===== src/shared/tsm_cfg.svh =====
// Constants of the temperature measurement sequencer
`ifndef TSM_CFG_SVH
`define TSM_CFG_SVH

// Register byte offsets on the APB side
`define TSM_OFS_START    8'h00
`define TSM_OFS_STOP     8'h04
`define TSM_OFS_MODE     8'h08
`define TSM_OFS_FLGCLR   8'h0C
`define TSM_OFS_STATUS   8'h10
`define TSM_OFS_MASK     8'h14
`define TSM_OFS_RESULT   8'h18
`define TSM_OFS_STATE    8'h1C

// Field positions
`define TSM_BIT_START    0
`define TSM_BIT_STOP     0
`define TSM_BIT_CONT     0
`define TSM_FLG_END      0
`define TSM_FLG_IGN      2
`define TSM_FLG_MASK     3'h5
`define TSM_MODE_CONT    8'h01
`define TSM_FLGCLR_ALL   8'h05

// Reset values
`define TSM_RST_MODE     1'b0
`define TSM_RST_MASK     3'h0

// Sequence lengths in sensor-clock states
`define TSM_PREP_STATES  3
`define TSM_CONV_STATES  512
`define TSM_FIRST_STATES 515

// Timing: one conversion lasts 9.984 ms, core clock period 5 ns
`define TSM_CONV_TIME_NS 9984000
`define TSM_CLK_PERIOD_NS 5
`define TSM_STATE_CYCLES (`TSM_CONV_TIME_NS / `TSM_CLK_PERIOD_NS / `TSM_CONV_STATES)

`endif


===== src/shared/tsm_pkg.sv =====
// Types of the temperature measurement sequencer
`default_nettype none
package tsm_pkg;
    // Sequencer states, one-hot
    typedef enum logic [2:0] {
        ST_IDLE = 3'h1,
        ST_PREP = 3'h2,
        ST_CONV = 3'h4
    } seq_state_t;
    // Status flag vector
    typedef logic [2:0] flag_vec_t;
endpackage : tsm_pkg
`default_nettype wire


===== src/shared/tick_if.sv =====
// Link between the sequencer and its sensor-state tick generator
`default_nettype none
interface tick_if;
    logic run;   // Tick generator runs while high
    logic tick;  // One-cycle pulse per sensor-clock state
    modport gen  (input run, output tick);
    modport user (output run, input tick);
endinterface : tick_if
`default_nettype wire


===== src/hdl/state_tick_gen.sv =====
// Divider producing one tick per sensor-clock state
`default_nettype none
module state_tick_gen #(
    parameter int STATE_CYCLES = 3900
) (
    // Clock and reset
    input  wire logic i_core_clk,
    input  wire logic i_nrst,
    // Link to sequencer
    tick_if.gen       tk
);
    localparam int CW = $clog2(STATE_CYCLES);
    localparam logic [CW-1:0] LAST = CW'(STATE_CYCLES - 1);

    logic [CW-1:0] cnt_reg;   // Cycles in current state
    logic [CW-1:0] cnt_next;
    logic          tick_reg;  // Registered tick
    logic          tick_next;

    // Restart from zero whenever stopped so state edges align to start
    always_comb begin
        cnt_next  = cnt_reg;
        tick_next = 1'b0;
        if (!tk.run) begin
            cnt_next = '0;
        end else if (cnt_reg == LAST) begin
            cnt_next  = '0;
            tick_next = 1'b1;
        end else begin
            cnt_next = cnt_reg + 1'b1;
        end
    end

    // Registers only
    always_ff @(posedge i_core_clk or negedge i_nrst) begin
        if (!i_nrst) begin
            cnt_reg  <= '0;
            tick_reg <= 1'b0;
        end else begin
            cnt_reg  <= cnt_next;
            tick_reg <= tick_next;
        end
    end

    assign tk.tick = tick_reg;
endmodule : state_tick_gen
`default_nettype wire


===== src/hdl/temp_sensor_measure_seq.sv =====
// Temperature sensor measurement sequencer with APB registers
//
// Functional notes
// - Three-state stabilisation after each start
// - Each conversion lasts 512 states
// - One-time result at state 515, then stop
// - One-time mode ends by itself
// - Continuous: first at 515, then every 512
// - Stop bit ends any running measurement
// - Mode value 0x01 selects continuous mode
// - Flag clear value 0x05 clears flags
//
// The implementer's own choices: the address map and register access over APB.
`include "tsm_cfg.svh"
`default_nettype none
module temp_sensor_measure_seq #(
    parameter int CODE_W       = 12,
    parameter int STATE_CYCLES = `TSM_STATE_CYCLES
) (
    // Clock and reset
    input  wire logic              i_core_clk,
    input  wire logic              i_nrst,
    // APB slave
    input  wire logic              i_psel,
    input  wire logic              i_penable,
    input  wire logic              i_pwrite,
    input  wire logic [7:0]        i_paddr,
    input  wire logic [31:0]       i_pwdata,
    output logic      [31:0]       o_prdata,
    output logic                   o_pready,
    output logic                   o_pslverr,
    // Sensor analog front end code, asynchronous
    input  wire logic [CODE_W-1:0] i_sensor_code,
    // Status
    output logic                   o_busy,
    output logic                   o_irq
);
    import tsm_pkg::*;

    localparam logic [8:0] PREP_LAST = 9'(`TSM_PREP_STATES - 1);
    localparam logic [8:0] CONV_LAST = 9'(`TSM_CONV_STATES - 1);

    // Address match, used by decode and by the write strobes
    function automatic logic adr_hit(input logic [7:0] a, input logic [7:0] o);
        return a == o;
    endfunction : adr_hit

    tick_if u_tick_link ();  // Tick link

    state_tick_gen #(
        .STATE_CYCLES (STATE_CYCLES)
    ) u_tick_gen (
        .i_core_clk (i_core_clk),
        .i_nrst     (i_nrst),
        .tk         (u_tick_link.gen)
    );

    // Two-stage synchroniser for the sensor code
    logic [CODE_W-1:0] code_meta_reg;  // First stage, read by second only
    logic [CODE_W-1:0] code_sync_reg;  // Safe to use bit by bit
    logic [CODE_W-1:0] code_prev_reg;  // Previous synchronised sample
    logic [CODE_W-1:0] code_good_reg;  // Code seen equal on two edges
    // The code is a word with no handshake: bits may land on different
    // edges, so a capture only trusts a value two samples agree on
    always_ff @(posedge i_core_clk or negedge i_nrst) begin
        if (!i_nrst) begin
            code_meta_reg <= '0;
            code_sync_reg <= '0;
            code_prev_reg <= '0;
            code_good_reg <= '0;
        end else begin
            code_meta_reg <= i_sensor_code;
            code_sync_reg <= code_meta_reg;
            code_prev_reg <= code_sync_reg;
            // Settled word only
            if (code_sync_reg == code_prev_reg) begin
                code_good_reg <= code_sync_reg;
            end
        end
    end

    // ---------------- APB decode ----------------
    logic        pready_reg;      // Access-phase ready
    logic        pready_next;
    logic        pslverr_reg;     // Unmapped address
    logic        pslverr_next;
    logic [31:0] prdata_reg;      // Read data
    logic [31:0] prdata_next;
    logic        setup;           // Setup phase seen
    logic        mapped;          // Address is known
    logic        wr;              // Write completes this edge
    logic        wr_start;
    logic        wr_stop;
    logic        wr_mode;
    logic        wr_clr;
    logic        wr_mask;

    assign setup  = i_psel && !i_penable;
    assign mapped = adr_hit(i_paddr, `TSM_OFS_START)  || adr_hit(i_paddr, `TSM_OFS_STOP)
                 || adr_hit(i_paddr, `TSM_OFS_MODE)   || adr_hit(i_paddr, `TSM_OFS_FLGCLR)
                 || adr_hit(i_paddr, `TSM_OFS_STATUS) || adr_hit(i_paddr, `TSM_OFS_MASK)
                 || adr_hit(i_paddr, `TSM_OFS_RESULT) || adr_hit(i_paddr, `TSM_OFS_STATE);
    // Writes act only at the completing edge and never on an error
    assign wr       = i_psel && i_penable && pready_reg && i_pwrite && !pslverr_reg;
    assign wr_start = wr && adr_hit(i_paddr, `TSM_OFS_START) && i_pwdata[`TSM_BIT_START];
    assign wr_stop  = wr && adr_hit(i_paddr, `TSM_OFS_STOP) && i_pwdata[`TSM_BIT_STOP];
    assign wr_mode  = wr && adr_hit(i_paddr, `TSM_OFS_MODE);
    // Status is write-one-to-clear; the flag clear register works alike
    assign wr_clr   = wr && (adr_hit(i_paddr, `TSM_OFS_FLGCLR)
                          || adr_hit(i_paddr, `TSM_OFS_STATUS));
    assign wr_mask  = wr && adr_hit(i_paddr, `TSM_OFS_MASK);

    // ---------------- Sequencer ----------------
    seq_state_t        st_reg;     // Sequencer state
    seq_state_t        st_next;
    logic [8:0]        cnt_reg;    // States spent in current phase
    logic [8:0]        cnt_next;
    logic [CODE_W-1:0] res_reg;    // Last result
    logic [CODE_W-1:0] res_next;
    logic              evt_done;   // Result written this cycle
    logic              evt_ign;    // Start ignored this cycle
    logic              mode_reg;   // Continuous when set
    logic              mode_next;

    assign u_tick_link.run = (st_reg != ST_IDLE);

    // Next state of the sequencer
    always_comb begin
        st_next  = st_reg;
        cnt_next = cnt_reg;
        res_next = res_reg;
        evt_done = 1'b0;
        evt_ign  = 1'b0;
        if (wr_stop) begin
            // Stop takes priority and idles at once
            st_next  = ST_IDLE;
            cnt_next = '0;
        end else begin
            unique case (st_reg)
                ST_IDLE: begin
                    if (wr_start) begin
                        st_next  = ST_PREP;
                        cnt_next = '0;
                    end
                end
                ST_PREP: begin
                    evt_ign = wr_start;
                    if (u_tick_link.tick) begin
                        if (cnt_reg == PREP_LAST) begin
                            st_next  = ST_CONV;
                            cnt_next = '0;
                        end else begin
                            cnt_next = cnt_reg + 1'b1;
                        end
                    end
                end
                ST_CONV: begin
                    evt_ign = wr_start;
                    if (u_tick_link.tick) begin
                        if (cnt_reg == CONV_LAST) begin
                            // Last state of the conversion
                            evt_done = 1'b1;
                            res_next = code_good_reg;
                            cnt_next = '0;
                            // One-time stops itself, continuous reconverts
                            st_next  = mode_reg ? ST_CONV : ST_IDLE;
                        end else begin
                            cnt_next = cnt_reg + 1'b1;
                        end
                    end
                end
            endcase
        end
    end

    // ---------------- Registers and APB answer ----------------
    flag_vec_t sts_reg;    // Sticky event flags
    flag_vec_t sts_next;
    flag_vec_t mask_reg;   // Interrupt enables
    flag_vec_t mask_next;
    flag_vec_t flg_set;
    flag_vec_t flg_clr;
    logic      irq_next;
    logic      busy_next;

    // Register file next values; a set beats a clear in the same cycle
    always_comb begin
        flg_set = '0;
        flg_set[`TSM_FLG_END] = evt_done;
        flg_set[`TSM_FLG_IGN] = evt_ign;
        flg_clr   = wr_clr ? (i_pwdata[2:0] & `TSM_FLG_MASK) : '0;
        sts_next  = (sts_reg & ~flg_clr) | flg_set;
        mask_next = wr_mask ? (i_pwdata[2:0] & `TSM_FLG_MASK) : mask_reg;
        // Only bit 0 of the mode word matters, 0x01 is continuous
        mode_next = wr_mode ? i_pwdata[`TSM_BIT_CONT] : mode_reg;
        irq_next  = |(sts_next & mask_next);
        busy_next = (st_next != ST_IDLE);
        // No wait state: ready and error are raised in the first access-phase cycle
        pready_next  = setup;
        pslverr_next = setup && !mapped;
        prdata_next  = '0;
        if (setup && !i_pwrite) begin
            if (adr_hit(i_paddr, `TSM_OFS_MODE)) begin
                prdata_next[`TSM_BIT_CONT] = mode_reg;
            end else if (adr_hit(i_paddr, `TSM_OFS_STATUS)) begin
                prdata_next[2:0] = sts_reg;
            end else if (adr_hit(i_paddr, `TSM_OFS_MASK)) begin
                prdata_next[2:0] = mask_reg;
            end else if (adr_hit(i_paddr, `TSM_OFS_RESULT)) begin
                prdata_next[CODE_W-1:0] = res_reg;
            end else if (adr_hit(i_paddr, `TSM_OFS_STATE)) begin
                prdata_next[2:0] = st_reg;
            end
        end
    end

    // Sequencer, register file and APB answer registers
    always_ff @(posedge i_core_clk or negedge i_nrst) begin
        if (!i_nrst) begin
            st_reg      <= ST_IDLE;
            cnt_reg     <= '0;
            res_reg     <= '0;
            mode_reg    <= `TSM_RST_MODE;
            sts_reg     <= '0;
            mask_reg    <= `TSM_RST_MASK;
            pready_reg  <= 1'b0;
            pslverr_reg <= 1'b0;
            prdata_reg  <= '0;
            o_irq       <= 1'b0;
            o_busy      <= 1'b0;
        end else begin
            st_reg      <= st_next;
            cnt_reg     <= cnt_next;
            res_reg     <= res_next;
            mode_reg    <= mode_next;
            sts_reg     <= sts_next;
            mask_reg    <= mask_next;
            pready_reg  <= pready_next;
            pslverr_reg <= pslverr_next;
            prdata_reg  <= prdata_next;
            o_irq       <= irq_next;
            o_busy      <= busy_next;
        end
    end

    assign o_pready  = pready_reg;
    assign o_pslverr = pslverr_reg;
    assign o_prdata  = prdata_reg;

    // ---------------- Checking helpers ----------------
    logic [31:0] h_ticks_reg;  // Ticks since start
    logic [31:0] h_last_reg;   // Tick count at last result
    logic        h_any_reg;    // A result seen since start
    always_ff @(posedge i_core_clk or negedge i_nrst) begin
        if (!i_nrst) begin
            h_ticks_reg <= '0;
            h_last_reg  <= '0;
            h_any_reg   <= 1'b0;
        end else if (st_reg == ST_IDLE) begin
            h_ticks_reg <= '0;
            h_last_reg  <= '0;
            h_any_reg   <= 1'b0;
        end else begin
            h_ticks_reg <= h_ticks_reg + 32'(u_tick_link.tick);
            if (evt_done) begin
                h_last_reg <= h_ticks_reg + 32'h1;
                h_any_reg  <= 1'b1;
            end
        end
    end
endmodule : temp_sensor_measure_seq
`default_nettype wire


===== config.mk =====
export PLATFORM = sky130hd
export DESIGN_NAME = temp_sensor_measure_seq
export DESIGN_NICKNAME = d
export VERILOG_FILES = /design/src/shared/tsm_pkg.sv /design/src/shared/tick_if.sv /design/src/hdl/state_tick_gen.sv /design/src/hdl/temp_sensor_measure_seq.sv
export VERILOG_INCLUDE_DIRS = /design/src /design/src/shared
export SDC_FILE = /design/constraint.sdc
export NUM_CORES = 1
export LEC_CHECK = 0
export BUFFER_PORTS_ARGS = -buffer_cell sky130_fd_sc_hd__buf_4
export CORE_MARGIN = 2
export CORE_UTILIZATION = 49
export DETAILED_ROUTE_END_ITERATION = 8
export GPL_TIMING_DRIVEN = 0
export PLACE_DENSITY = 0.75
export SLEW_MARGIN = 20
export SYNTH_ARGS = -nofsm -noshare
export SYNTH_HDL_FRONTEND = slang
export SYNTH_SLANG_ARGS = --single-unit

===== constraint.sdc =====
create_clock -name i_core_clk -period 2.46 [get_ports i_core_clk]
set_input_delay 0.123 -clock i_core_clk [delete_from_list [all_inputs] [get_ports i_core_clk]]
set_output_delay 0.123 -clock i_core_clk [all_outputs]
set_load 0.01 [all_outputs]

After elaboration in Yosys (flattened, before gate mapping) --
Cells that the tools add are included.
Operators by class: muxes and demuxes 37, reduce and logical (&&, ||, !) cells 31, $add $sub $neg 2, equality and inequality tests 19, bitwise logic cells 5
Operator list (number):
- two-way mux 9 bit | 9
- two-way mux 3 bit | 13
- two-way mux 12 bit | 3
- equality test 8 x 5 -> 1 bit, second input constant | 4
- one-hot mux 9 bit (3 select lines) | 1
- equality test 8 x 4 -> 1 bit, second input constant | 2
- logical AND 1 bit | 14
- adder 12 x 1 -> 12 bit, second input constant | 1
- equality test 12 bit | 1
- equality test 12 bit, second input constant | 1
- two-way mux 11 bit | 1
- adder 9 x 1 -> 9 bit, second input constant | 1
- equality test 9 x 2 -> 1 bit, second input constant | 1
- equality test 9 bit, second input constant | 1
- two-way mux 1 bit | 9
- one-hot mux 3 bit (3 select lines) | 1
- equality test 8 x 3 -> 1 bit, second input constant | 1
- zero test 8 bit | 1
- logical OR 1 bit | 8
- AND 3 bit | 2
- != test 3 x 1 -> 1 bit, second input constant | 2
- != test 3 x 2 -> 1 bit, second input constant | 2
- zero test 1 bit | 4
- AND reduction 4 bit | 1
- 10 further kinds | 10
Word-level totals: register bits after elaboration 108, logic and storage cells 111, bits of input ports 57, output and inout bits 36

Logic depth before layout (Yosys ltp) --
Gate-level depths: netlist (run 1).
depth after elaboration 11, gate-level depth with buffers 10, mapped depth without buffers 10

Hierarchy --
Synthesis (run 1) repeated with hierarchy kept, for this count alone.
Unflattened totals: cells, all modules 350, area, all modules 4464.3 sq um
Modules (own cells, without submodules):
- temp_sensor_measure_seq | sequential area each 2328.5 sq um, times used 1, cells each 289, area an instance 3824.9 sq um
- state_tick_gen | sequential area each 325.3 sq um, times used 1, cells each 61, area an instance 639.4 sq um

Least setup slack after synthesis (run 1) --
Ideal clock, no wire load.
kind reg-to-reg, from register cnt_reg[1], to register cnt_reg[0], buffers on the path 0, setup time 0.066 ns, arrival time 2.366 ns, stages on the path, launching flop included 10, data required time 2.394 ns, path slack 0.028 ns, path through dfrtp_1 > ha_1 > nand3_1 > or2_2 > nor2_1 > ha_1 > or3b_2 > a21oi_1 > nor3b_4 > mux2_2
On the way: longest elaborated chain between the ends 5, elaborated cells on any way between the ends 8
RTL lines:
- from (decl) | line temp_sensor_measure_seq.sv:116 | logic [8:0] cnt_reg;
- from (signal assigned) | line temp_sensor_measure_seq.sv:233 | cnt_reg <= cnt_next;
- equality test 9 bit / equality test 9 x 2 -> 1 bit (equally long branches) | line temp_sensor_measure_seq.sv:160, temp_sensor_measure_seq.sv:149
- two-way mux 9 bit (on tied branches) | line temp_sensor_measure_seq.sv:160, temp_sensor_measure_seq.sv:149
- two-way mux 9 bit (on tied branches) | line temp_sensor_measure_seq.sv:159, temp_sensor_measure_seq.sv:148
- one-hot mux 9 bit (3 select lines) (*) | line temp_sensor_measure_seq.sv:139 | unique case (st_reg)
- two-way mux 9 bit (*) | line temp_sensor_measure_seq.sv:134 | if (wr_stop) begin
Mark *: on every way between the ends. The rest lies on a longest branch, timed or not. The select of a mux whose other input is x is not followed. A chain may end at the register's enable or synchronous reset.

Final worst setup path (run 1) --
from register st_reg[2], to register cnt_reg[0]
On the way: longest elaborated chain between the ends 3, elaborated cells on any way between the ends 9
RTL lines:
- from (decl) | line temp_sensor_measure_seq.sv:114 | seq_state_t st_reg;
- from (signal assigned) | line temp_sensor_measure_seq.sv:232 | st_reg <= st_next;
- equality test 3 x 2 -> 1 bit, or another cell as far along | line temp_sensor_measure_seq.sv:139
- != test 3 x 2 -> 1 bit (no source line), or another cell as far along
- AND reduction 3 bit (no source line) / two-way mux 9 bit (equally long branches)
Parallel ways exist; a longest one is shown, timed or not.

==> results.cfg, run 1 <==
[worst_setup_path]
crit_fanout = 10
rr_worst_depth = 7
start_kind = register
required_ns = 2.72
r2r_end = cnt_reg[0]$_DFFE_PN0P_
critPathKind = reg2reg
rr_startpoint = st_reg[2]$_DFF_PN0_
end_kind = register
crit_arrival_ns = 2.59
r2r_slack_ns = 0.13

[sta]
slew_violations = 0
fin_ws_ns = 0.134
worst-slew-pin-transition_ns = 0.900
skew_ns = 0.0157
rsz0062_at_grt = false
setup_viol = 0
hold_viol = 0
min_period_ns = 2.33
finalCritPeriodShare_pct = 94.6
fmax_ghz = 0.430
relSlewSlack_pct = 40.0

[yosys]
synth_cells = 351
ys_seq_elements = 106
async_flop_share_pct = 100
synth_common_cells = 105 x dfrtp_1, 29 x nor2_1, 20 x buf_4, 18 x mux2_2, 17 x xor2_1
synth_top_area_share_pct = 58.3
synthTopCellsByArea = dfrtp_1 58%, mux2_2 4.5%, buf_4 3.3%
synth-seq-area-share_pct = 58.9
yosysWarnings = 0
synth-main-ff-cell = dfrtp_1
yosysUniqueCellTypes = 60
synth_largest_area_cell = dfrtp_1
synth_most_common_cell = dfrtp_1
synth-edff-count = 0
avgSynthCellArea_sq_um = 12.8
synth_area_sq_um = 4500

[floorplan]
dieHeight_um = 99.9
core_sq_um = 8810
die-area_sq_um = 9980
io_pins = 93
rows = 34
die_width_um = 99.9
start_util_pct = 51.2

[run_status]
status = complete, no violations

[placement]
portBuffers = 40
pre_cts_slack_ns = -0.324
routabilityCongestion = 0.839
dp_hpwl_mm = 5.12

[hold_path]
holdPathStages = 2
hold_class = in2reg
min_to = mask_reg[2]$_DFF_PN0_
worstHoldStart = i_pwdata[2]

[grt]
grt_pass1_vias = 2732
grt_pass1_wl_mm = 12.7
antenna_found_initial = 0
grt.total_usage_pct = 16.0
grt_max_degree = 107
overflow = 0

[layout]
nFillCells = 679
synthToLayoutAreaGrowth_pct = 19.8
finalNetCount = 500
multi_input_area_sq_um = 1700
final_core_util_pct = 61.3
final-seq-area_sq_um = 2650
diodes = 0
drive_above_1_share_pct = 30.0

[clock_tree]
clk_pin_slew_ns = 0.11
cts_buffer_depth = 2
cts_max_level = 3
cts-root-buf = clkbuf_8
clock_sinks = 106
cts_tree = built
clkLatencyLatePin_ns = 0.36
cts-buffers-inserted = 9

[detailed_routing]
dr_total_vias = 2818
wl_per_cell_um = 13.6
wl_mm = 7.49
dr.pass1.iters = 4
antenna_left = 0
drc = 0
first_iter_violations = 91
post_drt_via_cell_ratio = 5.11

[power_and_ir_drop]
p_per_area_nw_per_um2 = 609
ir_drop_mv = 0.332
power.leakage_nw = 2.62

[job]
cap_violations = 0
==> cell usage in the layout (no fill, tap or decap), types with 5 or more instances in the layout <==
cell type / n
dlygate4sd3_1: 14
nor4_1: 5
nor2_1: 29
nand2_1: 10
xnor2_1: 5
mux2_4: 10
and2_1: 11
clkbuf_8: 9
a31o_2: 5
buf_4: 61
inv_1: 9
mux2_2: 18
conb_1: 20
a21oi_1: 7
ha_1: 5
nand3_1: 9
xor2_1: 17
dfrtp_1: 105
a22o_1: 7
clkbuf_1: 7
==> power by group <==
part | internal, mW | total (mW) | switching (mW)
clock | 0.398 | 1.03 | 0.631
combinational | 0.165 | 0.342 | 0.177
sequential | 1.83 | 1.91 | 0.0797
total | 2.40 | 3.29 | 0.888
==> what timing repair did <==
item,CTS,global route
endpoints found under the setup margin,8,8
setup buffers,3,0
hold buffers,14,0
resized for setup,2,4
pin swaps,1,0
hold endpoints to repair,118,0
==> cell families (layout without fill, tap and decap cells) <==
kind of cell    Yosys count  after routing  synth area share, %
xor+xnor                 22             22                 4.28
other cells               1             20               0.0833
buf+inv                  40            113                 5.36
simple gates            108            108                 14.7
compound gates           38             38                 6.19
mux                      31             31                 9.06
fa+ha+maj                 5              5                 1.39
flops                   106            106                 58.9
==> worst max-delay path, stage by stage, from the launching register on <==
cell and delay (ns):
dfrtp_1 0.43, clkbuf_1 0.39, xor2_1 0.36, nand2_1 0.15, o22ai_2 0.41, nor3b_4 0.07, buf_6 0.15, mux2_2 0.25
==> through the flow <==
step           std cells  hold slack, ns  cell area [sq um]  power [mW]  setup TNS (ns)
2_1_floorplan        370          -0.173               4580        2.15               0
3_5_place_dp         518           0.233               5010        2.27           -2.46
3_3_place_gp         518           0.233               5010        2.26           -1.93
4_1_cts              551         0.00395               5390        3.33               0
6_report             551          0.0228               5400        3.29               0
5_1_grt              551         0.00728               5400        3.47               0
==> layout make-up <==
cell class / instances / area share [%]
multi-input cells: 224 / 31.5
clock inverters: 7 / 1.37
inverters: 9 / 0.626
flip-flops and latches: 106 / 49.2
well taps: 108 / 2.50
clock buffers: 9 / 2.29
repair buffers: 57 / 8.72
plain buffers: 31 / 3.85
==> worst max-delay path by stage <==
stage / cells after the start / end / slack [ns] / startpoint
after floorplan: 9 / cnt_reg[0]$_DFFE_PN0P_ / 0.03 / cnt_reg[1]$_DFFE_PN0P_
after global placement: 9 / cnt_reg[0]$_DFFE_PN0P_ / -0.26 / cnt_reg[1]$_DFFE_PN0P_
after detailed placement: 9 / cnt_reg[0]$_DFFE_PN0P_ / -0.32 / cnt_reg[1]$_DFFE_PN0P_
after CTS: 8 / cnt_reg[0]$_DFFE_PN0P_ / 0.04 / cnt_reg[0]$_DFFE_PN0P_
after global routing: 10 / cnt_reg[7]$_DFFE_PN0P_ / 0.03 / cnt_reg[0]$_DFFE_PN0P_
final: 7 / cnt_reg[0]$_DFFE_PN0P_ / 0.13 / st_reg[2]$_DFF_PN0_
==> metal layers <==
metal / share of wire, % / GRT usage (%)
met1: 45 / 21.6
met2: 49 / 25.9
met3: 4.5 / 3.13
met4: 1.3 / 6.32
met5: 0 / 0
(Power assumes the default switching activity.)
==> inputs of run 2 (changes only) <==
--- a/config.mk
+++ b/config.mk
@@ -7,11 +7,13 @@
 export NUM_CORES = 1
 export LEC_CHECK = 0
 export BUFFER_PORTS_ARGS = -buffer_cell sky130_fd_sc_hd__buf_4
+export CELL_PAD_IN_SITES_DETAIL_PLACEMENT = 1
+export CELL_PAD_IN_SITES_GLOBAL_PLACEMENT = 1
 export CORE_MARGIN = 2
-export CORE_UTILIZATION = 49
+export CORE_UTILIZATION = 39
 export DETAILED_ROUTE_END_ITERATION = 8
 export GPL_TIMING_DRIVEN = 0
-export PLACE_DENSITY = 0.75
+export PLACE_DENSITY_LB_ADDON = 0.1
 export SLEW_MARGIN = 20
 export SYNTH_ARGS = -nofsm -noshare
 export SYNTH_HDL_FRONTEND = slang
==> results.cfg, run 2 (synthesis gave the netlist of run 1 again) <==
[run_status]
status = complete, no violations

[sta]
setup_viol = 0
finalCritPeriodShare_pct = 94.8
worst-slew-pin-transition_ns = 0.937
fmax_ghz = 0.429
holdWs_ns = 0.0428
rsz0062_at_grt = false
skew_ns = 0.00543
slew_violations = 0
hold_viol = 0
min_period_ns = 2.33
relSlewSlack_pct = 37.5
setup_tns_ns = 0
fin_ws_ns = 0.129

[detailed_routing]
wl_met2_mm = 4.31
post_drt_via_cell_ratio = 4.88
dr.max_layer_used = met4
met1_length_mm = 3.84
wl_per_cell_um = 14.8
routed-wl-met3_um = 420
first_iter_violations = 96
wl_mm = 8.67
antenna_left = 0
dr_total_vias = 2860
drc = 0
dr.pass1.iters = 4

[worst_setup_path]
path_depth = 10
crit_arrival_ns = 2.62
crit_fanout = 3
start_kind = register
required_ns = 2.75
crit_buf_inv = 1
slowest_delay_ns = 0.48
critPathKind = reg2reg
end_kind = register
slowest_stage = or3b_2
rr_worst_depth = 10
cp_top_family = simple AND/OR/NAND/NOR gates
crit_top_cell = ha_1
worstPathCellList = ha_1 -> nand3_2 -> or2_4 -> nor2_1 -> ha_1 -> or3b_2 -> a21oi_4 -> nor3b_4 -> buf_4 -> a22o_1

[power_and_ir_drop]
p_per_area_nw_per_um2 = 677
power_frac_comb_pct = 9.3
ir_drop_mv = 0.584
clkPwrFrac_pct = 39.7
switching_share_pct = 25.1
p_int_mw = 2.82
seqPwrFrac_pct = 51.0
power.leakage_nw = 2.68
p_switching_mw = 0.947

[clock_tree]
cts-root-buf = clkbuf_16
clk_pin_slew_ns = 0.07
clock_sinks = 106
cts_buffer_depth = 2
cts-buffers-inserted = 9
cts_tree = built
clkLatencyLatePin_ns = 0.35
cts_max_level = 3

[grt]
grt_max_degree = 107
overflow = 0
grt.total_usage_pct = 15.3
antenna_found_initial = 0
grt_pass1_wl_mm = 15.2
grt_pass1_vias = 3092

[floorplan]
die_width_um = 111
start_util_pct = 39.8
rows = 39
die-area_sq_um = 12400
dieHeight_um = 111
io_pins = 93
core_sq_um = 11300

[hold_path]
hold_class = in2reg
holdPathStages = 3

[layout]
final_area_sq_um = 5570
final_cell_mix = 105 x dfrtp_1, 62 x buf_4, 29 x nor2_1, 20 x conb_1, 18 x mux2_2
finalNetCount = 500
synthToLayoutAreaGrowth_pct = 23.6
final_common_cell = dfrtp_1
drive_above_1_share_pct = 30.5
diodes = 0

[placement]
dp_hpwl_mm = 5.97
routabilityCongestion = 0.797
place_area_sq_um = 5060
portBuffers = 40
pre_cts_slack_ns = -0.459

[job]
cap_violations = 0
## run 2: cell types whose count changed in the layout (fill, tap and decap cells not counted)
cell           delta
clkbuf_16         +9
clkbuf_8          -9
buf_4             +1
bufinv_16         +1
clkinv_2          -1
clkinv_8          -1
dlygate4sd3_1     -1
inv_8             +1
nor3b_1           -1
nor3b_2           +1
## run 2: layout make-up
type                    instances  area [sq um]
clock buffers                   9           225
flip-flops and latches        106          2650
plain buffers                  31           208
clock inverters                 7          93.8
multi-input cells             224          1700
inverters                       9          33.8
repair buffers                 57           468
well taps                     143           179
fillers                      1198          5760
## run 2: worst reg2reg max path: cells and delay by family, from the launching register on
family	cells	cell delay, ns
AO/OA/AOI/OAI	2	0.27
adder cells (fa/ha/maj)	2	0.43
buffers and inverters	1	0.16
flip-flops	1	0.40
AND/OR/NAND/NOR	5	1.00
## run 2: routing by layer
layer | vias to the layer above | global-route usage [%]
li1 | 1362 | -
met2 | 57 | 25.6
met1 | 1432 | 18.8
met5 | - | 0
met3 | 9 | 5.61
met4 | 0 | 4.20
## run 2: metrics by stage
step | cells | utilization, % | power (mW)
2_1_floorplan | 370 | - | 2.15
3_3_place_gp | 553 | 44.7 | 2.27
3_5_place_dp | 553 | 44.7 | 2.29
4_1_cts | 585 | 48.9 | 3.84
5_1_grt | 586 | 49.2 | 3.96
6_report | 586 | 49.2 | 3.77
## run 2: worst paths after layout
check	from	to	slack (ns)
max	cnt_reg[0]$_DFFE_PN0P_	cnt_reg[3]$_DFFE_PN0P_	0.13
min	i_psel	o_pready$_DFF_PN0_	0.04
max reg2reg	cnt_reg[0]$_DFFE_PN0P_	cnt_reg[3]$_DFFE_PN0P_	0.13
min reg2reg	code_meta_reg[5]$_DFF_PN0_	code_sync_reg[5]$_DFF_PN0_	0.34
max in group asynchronous	i_nrst	u_tick_gen.cnt_reg[1]$_DFF_PN0_	1.38
min in group asynchronous	i_nrst	o_pready$_DFF_PN0_	0.45
## run 2: what timing repair did
item	4_1_cts	5_1_grt
hold endpoints to repair	117	0
setup endpoints to repair	8	8
buffers inserted	3	1
pin swaps	1	0
resized for setup	2	5
hold buffers	13	0
## run 2: power by group through the flow
stage | logic, mW | clock network [mW] | registers [mW]
3_3_place_gp | 0.322 | 0 | 1.95
4_1_cts | 0.356 | 1.56 | 1.92
5_1_grt | 0.402 | 1.62 | 1.94
2_1_floorplan | 0.223 | 0 | 1.93
6_report | 0.349 | 1.50 | 1.92
3_5_place_dp | 0.333 | 0 | 1.95
==> inputs of run 3 (changes only) <==
--- a/config.mk
+++ b/config.mk
@@ -10,7 +10,7 @@
 export CELL_PAD_IN_SITES_DETAIL_PLACEMENT = 1
 export CELL_PAD_IN_SITES_GLOBAL_PLACEMENT = 1
 export CORE_MARGIN = 2
-export CORE_UTILIZATION = 39
+export CORE_UTILIZATION = 30
 export DETAILED_ROUTE_END_ITERATION = 8
 export GPL_TIMING_DRIVEN = 0
 export PLACE_DENSITY_LB_ADDON = 0.1
==> constraint.sdc (replaced) <==
create_clock -name i_core_clk -period 2.46 [get_ports i_core_clk]
set_input_delay 0.123 -clock i_core_clk [delete_from_list [all_inputs] [get_ports i_core_clk]]
set_output_delay 0.123 -clock i_core_clk [all_outputs]
set_load 0.1 [all_outputs]
==> results.cfg, run 3 (synthesis gave the netlist of run 1 again) <==
[run_status]
status = complete, no violations

[worst_setup_path]
crit_fanout = 6
critPathKind = reg2reg
end_kind = register
crit_buf_inv = 2
crit_arrival_ns = 2.56
slowest_stage = or4b_2
worstPathCellList = inv_1 -> ha_1 -> or4b_2 -> o21ai_1 -> a21oi_4 -> buf_4 -> a31o_2 -> a22o_1
slowest_delay_ns = 0.64
cp_top_family = compound AO/OA/AOI/OAI gates
start_kind = register
required_ns = 2.70

[floorplan]
core_sq_um = 14600
io_pins = 93
rows = 44
start_util_pct = 30.9
dieHeight_um = 127
die-area_sq_um = 16000
die_width_um = 127

[sta]
rsz0062_at_grt = false
setup_viol = 0
min_period_ns = 2.32
fmax_ghz = 0.430
finalCritPeriodShare_pct = 94.5
hold_viol = 0
slew_violations = 0
worst-slew-pin-transition_ns = 0.950
skew_ns = 0.00772
relSlewSlack_pct = 36.6

[layout]
final_area_sq_um = 5580
diodes = 0
nFillCells = 1533
final_cell_mix = 104 x dfrtp_1, 60 x buf_4, 28 x nor2_1, 20 x conb_1, 18 x mux2_2
finalNetCount = 497
drive_above_1_share_pct = 31.0
final_common_cell = dfrtp_1
synthToLayoutAreaGrowth_pct = 23.8
final_core_util_pct = 38.2

[power_and_ir_drop]
ir_drop_mv = 0.324
p_per_area_nw_per_um2 = 675
power.leakage_nw = 2.64

[detailed_routing]
drc = 0
wl_per_cell_um = 14.5
dr_total_vias = 2838
first_iter_violations = 104
dr.pass1.iters = 4
antenna_left = 0
wl_mm = 9.01
post_drt_via_cell_ratio = 4.56

[placement]
portBuffers = 40
place_area_sq_um = 5110
routabilityCongestion = 0.753
dp_hpwl_mm = 6.20

[grt]
grt.total_usage_pct = 12.0
antenna_found_initial = 0
grt_max_degree = 107
overflow = 0
grt_pass1_vias = 3010
grt_pass1_wl_mm = 15.3

[clock_tree]
clock_sinks = 106
clkLatencyLatePin_ns = 0.35
cts_buffer_depth = 2
cts_max_level = 3
cts-buffers-inserted = 9
cts_tree = built
cts-root-buf = clkbuf_16
clk_pin_slew_ns = 0.07

[job]
cap_violations = 0

[hold_path]
hold_class = in2reg
==> run 3: metal layers <==
metal | track usage, % | wire length [um] | vias to the layer above
li1 | - | - | 1362
met1 | 15.7 | 4340 | 1412
met2 | 19.1 | 4180 | 55
met3 | 2.95 | 333 | 9
met4 | 5.04 | 150 | 0
met5 | 0 | 0 | -
==> run 3: area by class of cell <==
class | instances | area, sq um | share of cell area [%]
sequential | 106 | 2660 | 47.6
multi-input combinational | 224 | 1720 | 30.8
timing repair buffer | 55 | 462 | 8.28
tap | 184 | 230 | 4.13
clock buffer | 10 | 229 | 4.10
buffer | 30 | 204 | 3.66
clock inverter | 5 | 45.0 | 0.808
inverter | 9 | 33.8 | 0.606
==> run 3: worst reg2reg max path, cell delays in order (launching register included) <==
cell	delay, ns
dfrtp_1	0.40
inv_1	0.09
ha_1	0.14
or4b_2	0.64
o21ai_1	0.27
a21oi_4	0.10
buf_4	0.16
a31o_2	0.25
a22o_1	0.18
==> run 3: per-stage QoR <==
step | setup WS, ns | std cells | hold slack [ns] | setup TNS, ns | total power [mW]
floorplan | 0.0251 | 370 | -0.173 | 0 | 2.29
global placement | -0.438 | 594 | 0.232 | -3.33 | 2.41
detailed placement | -0.460 | 594 | 0.233 | -3.52 | 2.42
CTS | 0.00771 | 624 | 0.0203 | 0 | 3.84
global route | 0.0284 | 623 | 0.0357 | 0 | 3.96
finish | 0.136 | 623 | 0.0390 | 0 | 3.77
==> run 3: power breakdown <==
group          leakage [nW]  internal (mW)  switching [mW]  total [mW]
Sequential             1.36           1.84          0.0821        1.92
Combinational          1.14          0.167           0.313       0.480
Clock                 0.137          0.702           0.667        1.37
==> run 3: path summary, 6_finish.rpt <==
| path | from | endpoint | slack [ns] | cells past startpoint |
|---|---|---|---|---|
| worst max-delay path | cnt_reg[0]$_DFFE_PN0P_ | cnt_reg[6]$_DFFE_PN0P_ | 0.14 | 8 |
| worst min-delay path | i_pwdata[2] | mask_reg[2]$_DFF_PN0_ | 0.04 | 2 |
| worst max register to register | cnt_reg[0]$_DFFE_PN0P_ | cnt_reg[6]$_DFFE_PN0P_ | 0.14 | 8 |
| worst min register to register | code_meta_reg[10]$_DFF_PN0_ | code_sync_reg[10]$_DFF_PN0_ | 0.35 | 0 |
| max in group asynchronous | i_nrst | o_pready$_DFF_PN0_ | 1.32 | 2 |
| min in group asynchronous | i_nrst | o_prdata[2]$_DFF_PN0_ | 0.44 | 2 |
==> run 3: repair_timing <==
item                                    4_1_cts  5_1_grt
resized for setup                             2        8
setup buffers                                 2        0
endpoints found under the setup margin        8        9
pin swaps                                     1        0
cloned                                        0        0
endpoints found under the hold margin       117        0
hold buffers                                 13        0
